<file path="config.mk">
export PLATFORM = sky130hd
export DESIGN_NAME = dsc_deep_sleep_controller
export DESIGN_NICKNAME = d
export VERILOG_FILES = /design/src/dsc_pkg.sv /design/src/dsc_deep_sleep_controller.sv
export SDC_FILE = /design/constraint.sdc
export NUM_CORES = 1
export LEC_CHECK = 0
export ABC_AREA = 1
export BUFFER_PORTS_ARGS = -buffer_cell sky130_fd_sc_hd__buf_2
export CELL_PAD_IN_SITES_DETAIL_PLACEMENT = 2
export CELL_PAD_IN_SITES_GLOBAL_PLACEMENT = 2
export CORE_MARGIN = 2
export CORE_UTILIZATION = 25
export CTS_BUF_LIST = sky130_fd_sc_hd__clkbuf_8
export DETAILED_ROUTE_END_ITERATION = 8
export PLACE_DENSITY = 0.75
export RECOVER_POWER = 25
export SYNTH_ARGS = -nofsm -noshare
export SYNTH_HDL_FRONTEND = slang
export SYNTH_SLANG_ARGS = --single-unit
</file>
<file path="constraint.sdc">
create_clock -name pclk -period 4.6 [get_ports pclk]
set_input_delay 0 -clock pclk [delete_from_list [all_inputs] [get_ports pclk]]
set_output_delay 0 -clock pclk [all_outputs]
set_load 0.02 [all_outputs]
</file>
<file path="src/dsc_pkg.sv">
`default_nettype none

package dsc_pkg;

    // ----------------
    // Register indices; the byte address is four times the index.
    // ----------------
    localparam logic [29:0] IDX_WAKE_CAUSE_LOW    = 30'h0000_0F4A;
    localparam logic [29:0] IDX_WAKE_CAUSE_HIGH   = 30'h0000_0F4B;
    localparam logic [29:0] IDX_SLEEP_CONTROL_LOW = 30'h0000_0F4C;
    localparam logic [29:0] IDX_SLEEP_CONTROL_HI  = 30'h0000_0F4D;
    localparam logic [29:0] IDX_SCRATCH_0         = 30'h0000_0F4E;
    localparam logic [29:0] IDX_WATCHDOG_CONTROL  = 30'h0000_0F50;
    localparam logic [29:0] IDX_OSC_CONTROL       = 30'h0000_0F51;
    localparam logic [29:0] IDX_CONFIG_THREE_LOW  = 30'h0000_0F52;

    // ----------------
    // Field positions.
    // ----------------
    localparam int HI_ARM        = 7;
    localparam int HI_RESERVED   = 2;
    localparam int HI_ULP_ON     = 1;
    localparam int HI_CAL_WDIS   = 0;
    localparam int LO_ULP_WDIS   = 2;
    localparam int LO_BOR_FLAG   = 1;
    localparam int LO_RELEASE    = 0;
    localparam int WL_FAULT      = 7;
    localparam int WL_ULP        = 5;
    localparam int WL_WATCHDOG   = 4;
    localparam int WL_CALENDAR   = 3;
    localparam int WL_MCLR       = 2;
    localparam int WL_POR        = 0;
    localparam int WH_EXT_INTERRUPT_ZERO       = 0;
    localparam int WD_REG_SLEEP  = 7;
    localparam int WD_EXIT_FLAG  = 3;
    localparam int OSC_IDLE      = 7;
    localparam int CFG_CAL_CLK   = 1;
    localparam int CFG_BOR_EN    = 0;

    // ----------------
    // Reset values and timing.
    // ----------------
    localparam logic [7:0] WAKE_LOW_POR_VALUE = 8'h01;
    localparam logic [1:0] ARM_LIFE_CYCLES    = 2'h2;
    localparam int         CLK_PERIOD_PS      = 5000;
    localparam int         WAKE_POR_NS        = 100;
    localparam int         WAKE_POR_RAW       = (WAKE_POR_NS * 1000) / CLK_PERIOD_PS;
    localparam logic [7:0] WAKE_POR_CYCLES    = 8'(WAKE_POR_RAW < 1 ? 1 : WAKE_POR_RAW);
    localparam int         PIN_W              = 8;

    typedef enum logic [1:0] {
        DSC_RUN,
        DSC_DEEP,
        DSC_WAKE_POR
    } dsc_state_t;

    typedef struct packed {
        logic        psel;
        logic        penable;
        logic        pwrite;
        logic [31:0] paddr;
        logic [31:0] pwdata;
    } dsc_apb_req_t;

    typedef struct packed {
        logic        pready;
        logic        pslverr;
        logic [31:0] prdata;
    } dsc_apb_rsp_t;

    typedef struct packed {
        logic calendar_alarm;
        logic ext_interrupt_zero;
        logic ulp_wake_unit;
        logic sleep_watchdog;
        logic mclr;
        logic fault;
    } dsc_wake_t;

    typedef struct packed {
        dsc_state_t       state;
        logic             arm;
        logic [1:0]       arm_age;
        logic             reserved_hi;
        logic             ulp_on;
        logic             cal_wdis;
        logic             ulp_wdis;
        logic             bor_flag;
        logic             release_hold;
        logic [7:0]       scratch;
        logic [7:0]       wake_low;
        logic             wake_high;
        logic             exit_flag;
        logic             reg_sleep;
        logic             idle_on;
        logic             cal_clk_sel;
        logic             bor_en;
        logic [7:0]       por_cnt;
        logic             light_sleep;
        logic [PIN_W-1:0] hold_dir;
        logic [PIN_W-1:0] hold_lat;
        logic [31:0]      prdata;
        logic             pslverr;
    } dsc_state_reg_t;

endpackage

`default_nettype wire

</file>
<file path="src/dsc_deep_sleep_controller.sv">
`default_nettype none

// Function
// [RL1] Sleep with the arm bit set enters deep sleep, else ordinary sleep.
// [RL2] Firmware issues the sleep instruction right after setting the arm bit.
// [RL3] Arm bit clears itself two instruction cycles after being set.
// [RL4] Firmware sets regulator sleep select and clears idle-on-sleep before arming.
// [RL5] Firmware waits for calendar sync clear before calendar-alarm sleep.
// [RL6] Any wake event in deep sleep runs a full power-on reset of the core.
// [RL7] Exit flag is set after leaving deep sleep and stays until firmware clears it.
// [RL8] Firmware reads causes, flag and scratch before clearing release.
// [RL9] A fault during deep sleep sets the fault cause bit and wakes the device.
// [RL10] Fault monitoring is always on in deep sleep and needs no setup.
// [RL11] Calendar keeps running through deep sleep and its alarm can wake.
// [RL12] Calendar clock source is chosen by the configuration clock select bit.
// [RL13] Calendar wake disable bit blocks calendar alarm wakes when set.
// [RL14] ULP module enable keeps the ULP wake module running in deep sleep.
// [RL15] ULP wake disable blocks ULP wakes; else they need the module enable.
// [RL16] Firmware writes zero to reserved bit 2; bits 6 to 3 read zero.
// [RL17] Brown-out flag sets when enabled supply sags below arming, not trip.
// [RL18] Pins hold their deep sleep states until firmware clears the release bit; the code also releases them on an MCLR or trip wake.
// [RL19] Brown-out flag and release bit reset only at first power-up; the code also clears the release bit on an MCLR or trip wake.
// [RL20] The 8-bit scratch register is read/write and survives deep sleep and wake.
// [RL21] Scratch lost on core brown-out, deep sleep trip or power cycle.
// [RL22] Entering deep sleep clears both wake cause registers.
// [RL23] Only the first wake source to assert is recorded in the wake causes.
// [RL24] Deep sleep powers the core down while the always-on logic keeps running.
module dsc_deep_sleep_controller (
    // APB slave.
    input  wire logic                    pclk,
    input  wire logic                    presetn,
    input  wire dsc_pkg::dsc_apb_req_t   apb_req,
    output var  dsc_pkg::dsc_apb_rsp_t   apb_rsp,
    // CPU core.
    input  wire logic                    instr_tick,
    input  wire logic                    sleep_instr,
    input  wire logic                    core_brownout,
    output logic                         core_power_on,
    output logic                         core_reset_n,
    output logic                         light_sleep,
    // Wake sources and supply monitor.
    input  wire dsc_pkg::dsc_wake_t      wake_in,
    input  wire logic                    supply_below_arm,
    input  wire logic                    supply_below_trip,
    output logic                         calendar_run,
    output logic                         calendar_clock_select,
    output logic                         ulp_module_run,
    output logic                         fault_monitor_on,
    // Pins.
    input  wire logic [dsc_pkg::PIN_W-1:0] pin_direction,
    input  wire logic [dsc_pkg::PIN_W-1:0] pin_latch,
    output logic      [dsc_pkg::PIN_W-1:0] pin_direction_out,
    output logic      [dsc_pkg::PIN_W-1:0] pin_latch_out
);
    import dsc_pkg::*;

    dsc_state_reg_t st_reg;
    dsc_state_reg_t st_next;

    logic       setup;
    logic       wr_en;
    logic       hit;
    logic [7:0] rd_byte;
    logic [7:0] wd;
    logic       wake_cal;
    logic       wake_ulp;
    logic       wake_any;
    logic       bor_trip;
    logic       clear_exit;

    // ----------------
    // Bus decode and read mux.
    // ----------------
    always_comb begin
        setup   = apb_req.psel && !apb_req.penable;
        wr_en   = apb_req.psel && apb_req.penable && apb_req.pwrite;
        wd      = apb_req.pwdata[7:0];
        hit     = 1'b1;
        rd_byte = 8'h00;
        if (apb_req.paddr[1:0] != 2'h0) begin
            hit = 1'b0;
        end else if (apb_req.paddr[31:2] == IDX_WAKE_CAUSE_LOW) begin
            rd_byte = st_reg.wake_low;
        end else if (apb_req.paddr[31:2] == IDX_WAKE_CAUSE_HIGH) begin
            rd_byte = {7'h00, st_reg.wake_high};
        end else if (apb_req.paddr[31:2] == IDX_SLEEP_CONTROL_LOW) begin
            rd_byte = {5'h00, st_reg.ulp_wdis, st_reg.bor_flag, st_reg.release_hold};
        end else if (apb_req.paddr[31:2] == IDX_SLEEP_CONTROL_HI) begin
            rd_byte = {st_reg.arm, 4'h0, st_reg.reserved_hi,                 // [RL16]
                       st_reg.ulp_on, st_reg.cal_wdis};
        end else if (apb_req.paddr[31:2] == IDX_SCRATCH_0) begin
            rd_byte = st_reg.scratch;                                        // [RL20]
        end else if (apb_req.paddr[31:2] == IDX_WATCHDOG_CONTROL) begin
            rd_byte = {st_reg.reg_sleep, 3'h0, st_reg.exit_flag, 3'h0};
        end else if (apb_req.paddr[31:2] == IDX_OSC_CONTROL) begin
            rd_byte = {st_reg.idle_on, 7'h00};
        end else if (apb_req.paddr[31:2] == IDX_CONFIG_THREE_LOW) begin
            rd_byte = {6'h00, st_reg.cal_clk_sel, st_reg.bor_en};
        end else begin
            hit = 1'b0;
        end
    end

    // ----------------
    // Wake qualification.
    // ----------------
    always_comb begin
        wake_cal = wake_in.calendar_alarm && !st_reg.cal_wdis;                 // [RL13] [RL11]
        wake_ulp = wake_in.ulp_wake_unit && st_reg.ulp_on && !st_reg.ulp_wdis; // [RL15]
        bor_trip = st_reg.bor_en && supply_below_trip;
        wake_any = wake_cal || wake_ulp || wake_in.fault || wake_in.mclr      // [RL10]
                   || wake_in.sleep_watchdog || wake_in.ext_interrupt_zero || bor_trip;
        clear_exit = wr_en && (apb_req.paddr[31:2] == IDX_WATCHDOG_CONTROL)
                     && (apb_req.paddr[1:0] == 2'h0) && !wd[WD_EXIT_FLAG];
    end

    // ----------------
    // Next state.
    // ----------------
    always_comb begin
        st_next             = st_reg;
        st_next.light_sleep = 1'b0;

        // Register writes take effect in the access phase.
        if (wr_en && hit) begin
            if (apb_req.paddr[31:2] == IDX_WAKE_CAUSE_LOW) begin
                st_next.wake_low = wd & 8'hBD;
            end else if (apb_req.paddr[31:2] == IDX_WAKE_CAUSE_HIGH) begin
                st_next.wake_high = wd[WH_EXT_INTERRUPT_ZERO];
            end else if (apb_req.paddr[31:2] == IDX_SLEEP_CONTROL_LOW) begin
                st_next.ulp_wdis     = wd[LO_ULP_WDIS];
                st_next.bor_flag     = wd[LO_BOR_FLAG];
                st_next.release_hold = wd[LO_RELEASE];                      // [RL18]
            end else if (apb_req.paddr[31:2] == IDX_SLEEP_CONTROL_HI) begin
                st_next.arm         = wd[HI_ARM];
                st_next.arm_age     = 2'h0;
                st_next.reserved_hi = wd[HI_RESERVED];
                st_next.ulp_on      = wd[HI_ULP_ON];                        // [RL14]
                st_next.cal_wdis    = wd[HI_CAL_WDIS];
            end else if (apb_req.paddr[31:2] == IDX_SCRATCH_0) begin
                st_next.scratch = wd;                                       // [RL20]
            end else if (apb_req.paddr[31:2] == IDX_WATCHDOG_CONTROL) begin
                st_next.reg_sleep = wd[WD_REG_SLEEP];
            end else if (apb_req.paddr[31:2] == IDX_OSC_CONTROL) begin
                st_next.idle_on = wd[OSC_IDLE];
            end else if (apb_req.paddr[31:2] == IDX_CONFIG_THREE_LOW) begin
                st_next.cal_clk_sel = wd[CFG_CAL_CLK];                      // [RL12]
                st_next.bor_en      = wd[CFG_BOR_EN];
            end
        end
        if (clear_exit) begin
            st_next.exit_flag = 1'b0;
        end

        // Arm bit ages on instruction cycles and drops after the second.
        if (st_reg.arm && !(wr_en && apb_req.paddr[31:2] == IDX_SLEEP_CONTROL_HI)
            && instr_tick) begin
            if (st_reg.arm_age == ARM_LIFE_CYCLES - 2'h1) begin
                st_next.arm     = 1'b0;                                     // [RL3]
                st_next.arm_age = 2'h0;
            end else begin
                st_next.arm_age = st_reg.arm_age + 2'h1;
            end
        end

        // Core brown-out while running loses the scratch contents.
        if (st_reg.state == DSC_RUN && core_brownout) begin
            st_next.scratch = 8'h00;                                        // [RL21]
        end

        // Bus response is registered in the setup phase.
        if (setup) begin
            st_next.prdata  = {24'h00_0000, rd_byte};
            st_next.pslverr = !hit;
        end

        case (st_reg.state)
            DSC_RUN: begin
                if (sleep_instr && st_reg.arm) begin                        // [RL1] [RL2] [RL4]
                    st_next.state        = DSC_DEEP;                        // [RL24]
                    st_next.arm          = 1'b0;
                    st_next.arm_age      = 2'h0;
                    st_next.wake_low     = 8'h00;                           // [RL22]
                    st_next.wake_high    = 1'b0;
                    st_next.release_hold = 1'b1;                            // [RL18]
                    st_next.hold_dir     = pin_direction;
                    st_next.hold_lat     = pin_latch;
                end else if (sleep_instr) begin
                    st_next.light_sleep = 1'b1;                             // [RL1]
                end
            end
            DSC_DEEP: begin
                if (st_reg.bor_en && supply_below_arm && !supply_below_trip) begin
                    st_next.bor_flag = 1'b1;                                // [RL17]
                end
                if (wake_any) begin
                    // One source is logged; simultaneous ones resolve by fixed order.
                    if (wake_in.fault) begin
                        st_next.wake_low[WL_FAULT] = 1'b1;                  // [RL9] [RL23]
                    end else if (bor_trip) begin
                        st_next.wake_low[WL_POR] = 1'b1;
                        st_next.scratch          = 8'h00;                   // [RL21]
                        st_next.release_hold     = 1'b0;
                    end else if (wake_in.mclr) begin
                        st_next.wake_low[WL_MCLR] = 1'b1;                   // [RL23]
                        st_next.release_hold      = 1'b0;
                    end else if (wake_cal) begin
                        st_next.wake_low[WL_CALENDAR] = 1'b1;
                    end else if (wake_in.sleep_watchdog) begin
                        st_next.wake_low[WL_WATCHDOG] = 1'b1;
                    end else if (wake_ulp) begin
                        st_next.wake_low[WL_ULP] = 1'b1;
                    end else begin
                        st_next.wake_high = 1'b1;
                    end
                    st_next.state   = DSC_WAKE_POR;                         // [RL6]
                    st_next.por_cnt = WAKE_POR_CYCLES;
                end
            end
            DSC_WAKE_POR: begin
                // The core reset wipes the core-domain control bits.
                st_next.arm       = 1'b0;
                st_next.arm_age   = 2'h0;
                st_next.reg_sleep = 1'b0;
                st_next.idle_on   = 1'b0;
                if (st_reg.por_cnt == 8'h01) begin
                    st_next.state     = DSC_RUN;                            // [RL6]
                    st_next.exit_flag = 1'b1;                               // [RL7]
                    st_next.por_cnt   = 8'h00;
                end else begin
                    st_next.por_cnt = st_reg.por_cnt - 8'h01;
                end
            end
            default: begin
                st_next.state = DSC_RUN;
            end
        endcase
    end

    // ----------------
    // State register; cleared only at first power-up.
    // ----------------
    always_ff @(posedge pclk or negedge presetn) begin
        if (!presetn) begin
            st_reg          <= '0;                                          // [RL19]
            st_reg.state    <= DSC_RUN;
            st_reg.wake_low <= WAKE_LOW_POR_VALUE;
        end else begin
            st_reg <= st_next;
        end
    end

    // ----------------
    // Outputs.
    // ----------------
    always_comb begin
        apb_rsp.pready        = 1'b1;
        apb_rsp.pslverr       = st_reg.pslverr && apb_req.psel && apb_req.penable;
        apb_rsp.prdata        = st_reg.prdata;
        core_power_on         = (st_reg.state == DSC_RUN);                  // [RL24]
        core_reset_n          = (st_reg.state == DSC_RUN);                  // [RL6]
        light_sleep           = st_reg.light_sleep;
        calendar_run          = 1'b1;                                       // [RL11]
        calendar_clock_select = st_reg.cal_clk_sel;                         // [RL12]
        ulp_module_run        = st_reg.ulp_on || (st_reg.state == DSC_RUN); // [RL14]
        fault_monitor_on      = (st_reg.state == DSC_DEEP);                 // [RL10]
        pin_direction_out     = st_reg.release_hold ? st_reg.hold_dir : pin_direction; // [RL18]
        pin_latch_out         = st_reg.release_hold ? st_reg.hold_lat : pin_latch;
    end

endmodule

`default_nettype wire

</file>
# Word-level counts from Yosys, hierarchy flattened
# Cells that the tools add are included.
[word_totals] output_inout_bits=57 rom_bits=0 ram_bits=0 ff_bits=67 memories=0 latch_bits=0
[classes] div_mod_pow=0 n_reduce_logical=49 shifts=0 multipliers=0 mux=97 bitwise=7 magnitude_cmp=0 eq_ne=21 n_addsub=2
[op_table] cell="equality test 30 x 12 -> 1 bit, second input constant" n=8
[op_table] cell="2-to-1 mux 8 bit" n=19
[op_table] cell="2-to-1 mux 17 bit" n=3
[op_table] cell="2-to-1 mux 1 bit" n=37
[op_table] cell="2-to-1 mux 4 bit" n=9
[op_table] cell="2-to-1 mux 26 bit" n=1
[op_table] cell="logical AND 1 bit" n=20
[op_table] cell="2-to-1 mux 2 bit" n=9
[op_table] cell="2-to-1 mux 9 bit" n=2
[op_table] cell="2-to-1 mux 16 bit" n=1
[op_table] cell="!= test 2 x 1 -> 1 bit, second input constant" n=8
[op_table] cell="one-hot mux 8 bit (2 select lines)" n=1
[op_table] cell="2-to-1 mux 3 bit" n=5
[op_table] cell="2-to-1 mux 6 bit" n=2
[op_table] cell="2-to-1 mux 10 bit" n=1
[op_table] cell="nonzero test 2 bit" n=5
[op_table] cell="AND reduction 9 bit" n=1
[op_table] cell="equality test 8 x 1 -> 1 bit, second input constant" n=1
[op_table] cell="one-hot mux 4 bit (2 select lines)" n=1
[op_table] cell="AND reduction 8 bit" n=1
[op_table] cell="subtractor 8 x 1 -> 8 bit, second input constant" n=1
[op_table] cell="logical NOT 1 bit" n=7
[op_table] cell="logical OR 1 bit" n=7
[op_table] cell="inverter 1 bit" n=7
[op_table] cell="other kinds (15)" n=19

# Longest topological paths before layout
# Gate-level depths: netlist of run 1.
[depth] word_depth=20 ltp_mapped=15 ltp_nobuf=15

# Worst setup path before layout of run 1
# Ideal clock, no wire load.
[synth_path] path_type="reg2reg" from="register st_reg[90] in the netlist's numbering" to="register st_reg[72] in the netlist's numbering" setup_time_ns=0.125 path_stages_with_launch=9 arrival_ns=1.525 setup_slack_ns=2.950 n_path_buf=0 required_time_ns=4.475 path_cell_list="dfrtp_1 -> nor2_1 -> inv_1 -> nor2_1 -> nand2_1 -> nand2_1 -> inv_1 -> o21ai_1 -> a21oi_1"
[synth_lines] item="start: declaration" line="dsc_deep_sleep_controller.sv:57" rtl="dsc_state_reg_t st_reg;"
[synth_lines] item="start signal: assignment" line="dsc_deep_sleep_controller.sv:249" rtl="st_reg <= st_next;"

==> results of run 1 <==
==> layout make-up <==
type	count	area share, %
tap	220	5.21
clock inverter	7	0.853
clock buffer	9	2.35
timing repair buffer	139	16.3
inverter	94	6.73
multi-input combinational	398	36.8
sequential	67	31.8
==> kinds of logic (layout without fill, tap and decap cells) <==
logic type                 after synthesis  count (layout)  synth area share, %
xor gates and xnor gates                 6               6                 1.25
buffers and inverters                  139             249                 15.9
DFF                                     67              67                 39.9
and+or+nand+nor                        277             277                 29.4
adders and majority gates                2               2                0.596
other                                    2              26                0.179
AOI/OAI and AO/OA                       87              87                 12.7
==> placed cells by master (no fill, tap or decap), types with 2 or more instances in the layout <==
cell,instances
clkinv_1,2
nand2_2,11
o221ai_1,2
clkinvlp_4,4
buf_2,91
nor2_4,4
xor2_1,6
nor2_2,4
o21ai_2,3
o22ai_1,5
clkbuf_1,11
o21ai_1,19
conb_1,26
inv_1,86
dlygate4sd3_1,35
nand3_1,24
a21oi_2,3
dfrtp_1,66
a22o_1,6
clkbuf_8,9
ha_1,2
nand3_2,3
nand2_1,160
clkinv_2,3
o211ai_2,3
nor2_1,56
nand2_4,3
o211ai_1,2
nor3_1,5
nand4_1,3
o21ai_0,35
inv_2,5
a21oi_1,5
==> metrics by stage <==
stage,instances,area [µm²]
after floorplan,604,4290
after global placement,883,4780
after detailed placement,883,4780
after CTS,934,5300
after global routing,934,5280
final,934,5280
==> power breakdown <==
part           switching [mW]  internal [mW]  total (mW)
clock                   0.252          0.192       0.445
combinational          0.0897         0.0546       0.144
sequential            0.00129          0.590       0.591
==> layer usage <==
layer,vias to the layer above,part of all wire (%),GRT usage [%]
li1,2001,-,-
met1,2028,44,19.7
met2,83,52,30.8
met3,12,3.3,3.01
met4,0,0.84,3.19
met5,-,0,0
==> worst max path at each step <==
stage | startpoint | endpoint | slack, ns | depth (start not counted)
floorplan | st_reg[90] | st_reg[72] | 2.95 | 8
global placement | st_reg[58] | st_reg[53] | 2.71 | 10
detailed placement | st_reg[58] | st_reg[51] | 2.63 | 10
CTS | st_reg[58] | st_reg[71] | 2.32 | 10
global route | st_reg[58] | st_reg[71] | 2.17 | 10
finish | st_reg[58] | st_reg[71] | 2.30 | 10
==> worst max-delay path: stages, from the launching register on <==
cell,delay [ns]
dfrtp_1,0.45
nand2_1,0.13
inv_1,0.06
nor2_1,0.12
inv_1,0.09
or2_1,0.25
nor3_1,0.23
nor2_1,0.11
inv_1,0.11
o22ai_1,0.08
dlygate4sd3_1,0.55
==> impl_metrics.csv, run 1 <==
group,metric,value,unit
run_status,status,"finished with violations",
run_status,violations,"max-capacitance violations, max-slew violations",
sta,hold_violations,0,
detailed_routing,vias_per_cell,4.42,
worst_hold_path,min-delay-start,"instr_tick",
worst_setup_path,crit_arrival,2.53,ns
logic_synthesis,synth_ff_type,"dfrtp_1",
logic_synthesis,ys_warn_count,0,
power_and_ir_drop,power_leakage,2.86,nW
worst_hold_path,holdPathStages,5,
job,drv_cap,1,
floorplan,die_x,134,µm
floorplan,fp.dieH,134,µm
logic_synthesis,post_synth_inst_count,580,
sta,fin_tns_setup,0,ns
worst_hold_path,hold_class,"input port to flop",
floorplan,core_area,16500,µm²
sta,grt_setup_unrepaired,"false",
logic_synthesis,ys_ff_latch,67,
worst_setup_path,rr_worst_depth,10,
worst_setup_path,cp-start-kind,"flop",
cells_and_area,multi_input_area,1940,µm²
clocking,cts_resized,0,
logic_synthesis,syn-cell-area,4200,µm²
sta,setup_slack,2.30,ns
detailed_routing,remaining_drc_errors,0,
cells_and_area,nets,807,
clocking,post-cts-setup-buffers,0,
clocking,htreeDepth,3,
global_route,grt_max_degree,68,
clocking,cts_max_path_buffers,2,
floorplan,pin_count,153,
detailed_routing,ant_nets,0,
floorplan,start_util,25.4,%
detailed_routing,routedWlPerCell,15.3,µm
clocking,clkTransAtPathRegs,0.08,ns
clocking,insertion_delay,0.35,ns
worst_setup_path,critical_path_class,"flop to flop",
power_and_ir_drop,power_density,223,nW/µm²
clocking,cts_buffers,9,
clocking,cts-root-buf,"clkbuf_8",
sta,setup_violations,0,
cells_and_area,diodes,0,
sta,drv_slew,68,
clocking,cts_tree,"yes",
logic_synthesis,async_flop_share,100,%
detailed_routing,wirelength,14300,µm
cells_and_area,filler_cell_count,1974,
worst_setup_path,regToRegStartpoint,"st_reg[58]",
logic_synthesis,synth_top_area_share,39.3,%
global_route,grt_pass1_wl,23400,µm
worst_setup_path,r2r_setup_slack,2.30,ns
logic_synthesis,synth_cell_type_count,41,
placement,gp_congestion,0.806,
sta,slew_headroom,-18.6,%
logic_synthesis,synth_edf_count,0,
placement,place_hpwl,10300,µm
logic_synthesis,syn_avg_cell_area,7.24,µm²
sta,hold_slack,0.0335,ns
logic_synthesis,synthTopCellsByArea,"dfrtp_1 39%, nand2_1 14%, inv_1 7.7%",
cells_and_area,seq_area,1680,µm²
worst_setup_path,r2r-end,"st_reg[71]",
cells_and_area,largest_reg_flops,57,
sta,period_share,49.9,%
clocking,hold_buffers,35,
power_and_ir_drop,finalPower,1.18,mW
cells_and_area,final_util,32.0,%
sta,fin_skew,0.00680,ns
floorplan,rows,47,
logic_synthesis,synthTopCellsByCount,"160 x nand2_1, 86 x inv_1, 66 x dfrtp_1",
floorplan,die_area,17900,µm²
global_route,grt_pass1_vias,4666,
placement,port_buffers,102,
sta,worst_pin_slew,1.78,ns
worst_setup_path,endpoint_kind,"flop",
worst_setup_path,critPathMaxFanout,4,
detailed_routing,first_iter_violations,130,
logic_synthesis,synth.largest_area_cell,"dfrtp_1",
logic_synthesis,synth.most_common_cell,"nand2_1",
sta,fmax,0.436,GHz
sta,fin_crit,2.30,ns
cells_and_area,drive_gt1_share,21.4,%
logic_synthesis,ys_seq_area_share,39.9,%
global_route,antenna_found_initial,0,
detailed_routing,drt-pass1-iter-count,4,
clocking,clock_sinks,67,
worst_setup_path,crit_required,4.84,ns
detailed_routing,num_vias,4124,
global_route,track_usage,16.5,%
placement,place_ws,2.63,ns
worst_hold_path,worstHoldEndpoint,"st_reg[86]",
cells_and_area,synthToLayoutAreaGrowth,25.7,%
global_route,overflow,0,
power_and_ir_drop,vdd_ir_drop_max,0.0921,mV
Power figures use the tool's default switching activity.
==> run 2: changes to the inputs <==
- PLACE_DENSITY: 0.75 -> 0.78
- clock period: 4.6 -> 2.05 ns (I/O delays scaled with it)
==> impl_metrics.csv, run 2 (same netlist as run 1, synthesis figures left out) <==
group,metric,value,unit
sta,hold_violations,0,
cells_and_area,final_common_cell,"nand2_1",
floorplan,die_x,134,µm
power_and_ir_drop,power_leakage,2.94,nW
clocking,cts_tree,"yes",
clocking,cts_max_path_buffers,2,
global_route,antenna_found_initial,0,
worst_setup_path,cp-start-kind,"flop",
detailed_routing,vias_per_cell,4.51,
floorplan,rows,47,
clocking,clkTransAtPathRegs,0.07,ns
cells_and_area,nets,806,
cells_and_area,diodes,0,
power_and_ir_drop,finalPower,2.78,mW
detailed_routing,num_vias,4201,
global_route,grt_pass1_vias,4725,
floorplan,core_area,16500,µm²
worst_hold_path,hold_class,"input port to flop",
sta,drv_slew,68,
sta,hold_slack,0.0189,ns
global_route,grt_pass1_wl,24700,µm
detailed_routing,remaining_drc_errors,0,
run_status,status,"finished with violations",
sta,worst_pin_slew,1.60,ns
run_status,violations,"max-capacitance violations, max-slew violations",
detailed_routing,routedWlPerCell,16.6,µm
sta,fin_crit,1.92,ns
placement,port_buffers,102,
clocking,clock_sinks,67,
floorplan,pin_count,153,
sta,setup_violations,0,
worst_setup_path,cp_slowest_cell,"dfrtp_1",
worst_setup_path,critPathMaxFanout,5,
worst_setup_path,path_cells,"nand2_1 > inv_1 > nor2_2 > inv_1 > or2_1 > nor3_2 > nor2_1 > nor2_2 > inv_1 > o32ai_1",
clocking,cts_buffers,9,
floorplan,fp.dieH,134,µm
worst_setup_path,critPathMaxStageDelay,0.45,ns
cells_and_area,final_util,32.0,%
floorplan,die_area,17900,µm²
placement,place_hpwl,10700,µm
cells_and_area,largest_reg_flops,57,
clocking,insertion_delay,0.36,ns
detailed_routing,drt-pass1-iter-count,4,
global_route,grt_max_degree,68,
global_route,track_usage,17.7,%
placement,gp_congestion,0.803,
power_and_ir_drop,vdd_ir_drop_max,0.266,mV
power_and_ir_drop,power_density,525,nW/µm²
floorplan,start_util,25.4,%
detailed_routing,ant_nets,0,
cells_and_area,synthToLayoutAreaGrowth,26.1,%
cells_and_area,drive_gt1_share,23.5,%
sta,fin_tns_setup,0,ns
clocking,cts-root-buf,"clkbuf_8",
worst_setup_path,crit_arrival,2.17,ns
worst_setup_path,critical_path_class,"flop to flop",
sta,period_share,93.5,%
detailed_routing,first_iter_violations,148,
sta,slew_headroom,-6.38,%
worst_setup_path,crit_required,2.30,ns
worst_setup_path,cp_common_cell,"inv_1",
worst_setup_path,endpoint_kind,"flop",
cells_and_area,final_cell_mix,"160 x nand2_1, 103 x buf_2, 87 x inv_1",
job,drv_cap,1,
clocking,htreeDepth,3,
sta,fmax,0.522,GHz
global_route,overflow,0,
sta,fin_skew,0.0145,ns
detailed_routing,wirelength,15500,µm
## run 2: cell count changes in the layout (fill, tap and decap cells not counted), sizes merged
cell,delta
buf,+16
bufinv,+1
clkbuf,-11
clkinv,-1
clkinvlp,-4
dlygate4sd3,-5
inv,+1
## run 2: final timing paths
check / from / end / slack, ns / depth (start not counted)
max: st_reg[58] / st_reg[53] / 0.13 / 10
min: apb_req[0] / st_reg[58] / 0.02 / 3
max reg2reg: st_reg[58] / st_reg[53] / 0.13 / 10
min reg2reg: apb_rsp[7] / apb_rsp[7] / 0.49 / 2
max in group asynchronous: presetn / st_reg[53] / 0.42 / 3
min in group asynchronous: presetn / apb_rsp[4] / 0.66 / 3
## run 2: cell type report
cell class                      count  area, µm²
Fill cell                        1989      11200
Timing Repair Buffer              138        853
Multi-Input combinational cell    398       1950
Clock inverter                      4       43.8
Sequential cell                    67       1680
Tap cell                          220        275
Clock buffer                       10        138
Inverter                           94        355
## run 2: where the power goes
part	leakage, nW	internal, mW	switching [mW]	total, mW
sequential	0.856	1.32	0.00325	1.33
clock	0.0992	0.574	0.554	1.13
combinational	1.98	0.121	0.205	0.326
total	2.94	2.02	0.762	2.78
## run 2: stage by stage
| stage | cells | setup WS [ns] | area [µm²] |
|---|---|---|---|
| 6_report | 931 | 0.134 | 5300 |
| 2_1_floorplan | 604 | 0.400 | 4290 |
| 4_1_cts | 930 | 0.0292 | 5300 |
| 3_3_place_gp | 886 | 0.228 | 4810 |
| 5_1_grt | 931 | -0.00897 | 5300 |
| 3_5_place_dp | 886 | 0.0549 | 4810 |
## run 2: routing by layer
metal  global-route usage (%)  share of wire, %  vias to the layer above
met2                     33.5                54                      106
li1                         -                 -                     1994
met4                     6.56               2.2                        0
met3                     3.27               3.8                       22
met5                        0                 0                        -
met1                     19.5                40                     2079
## run 2: what timing repair did
item                                    CTS  global route
gates resized for setup                   0             2
buffers inserted                          0             1
endpoints found under the setup margin    0             8
hold endpoints to repair                 98             0
hold buffers                             30             0
## run 2: worst max-delay path, delay by kind of cell, from the launching register on
kind | cells | cell delay (ns)
flops | 1 | 0.45
compound gates | 1 | 0.13
buf+inv | 3 | 0.29
simple gates | 6 | 0.94
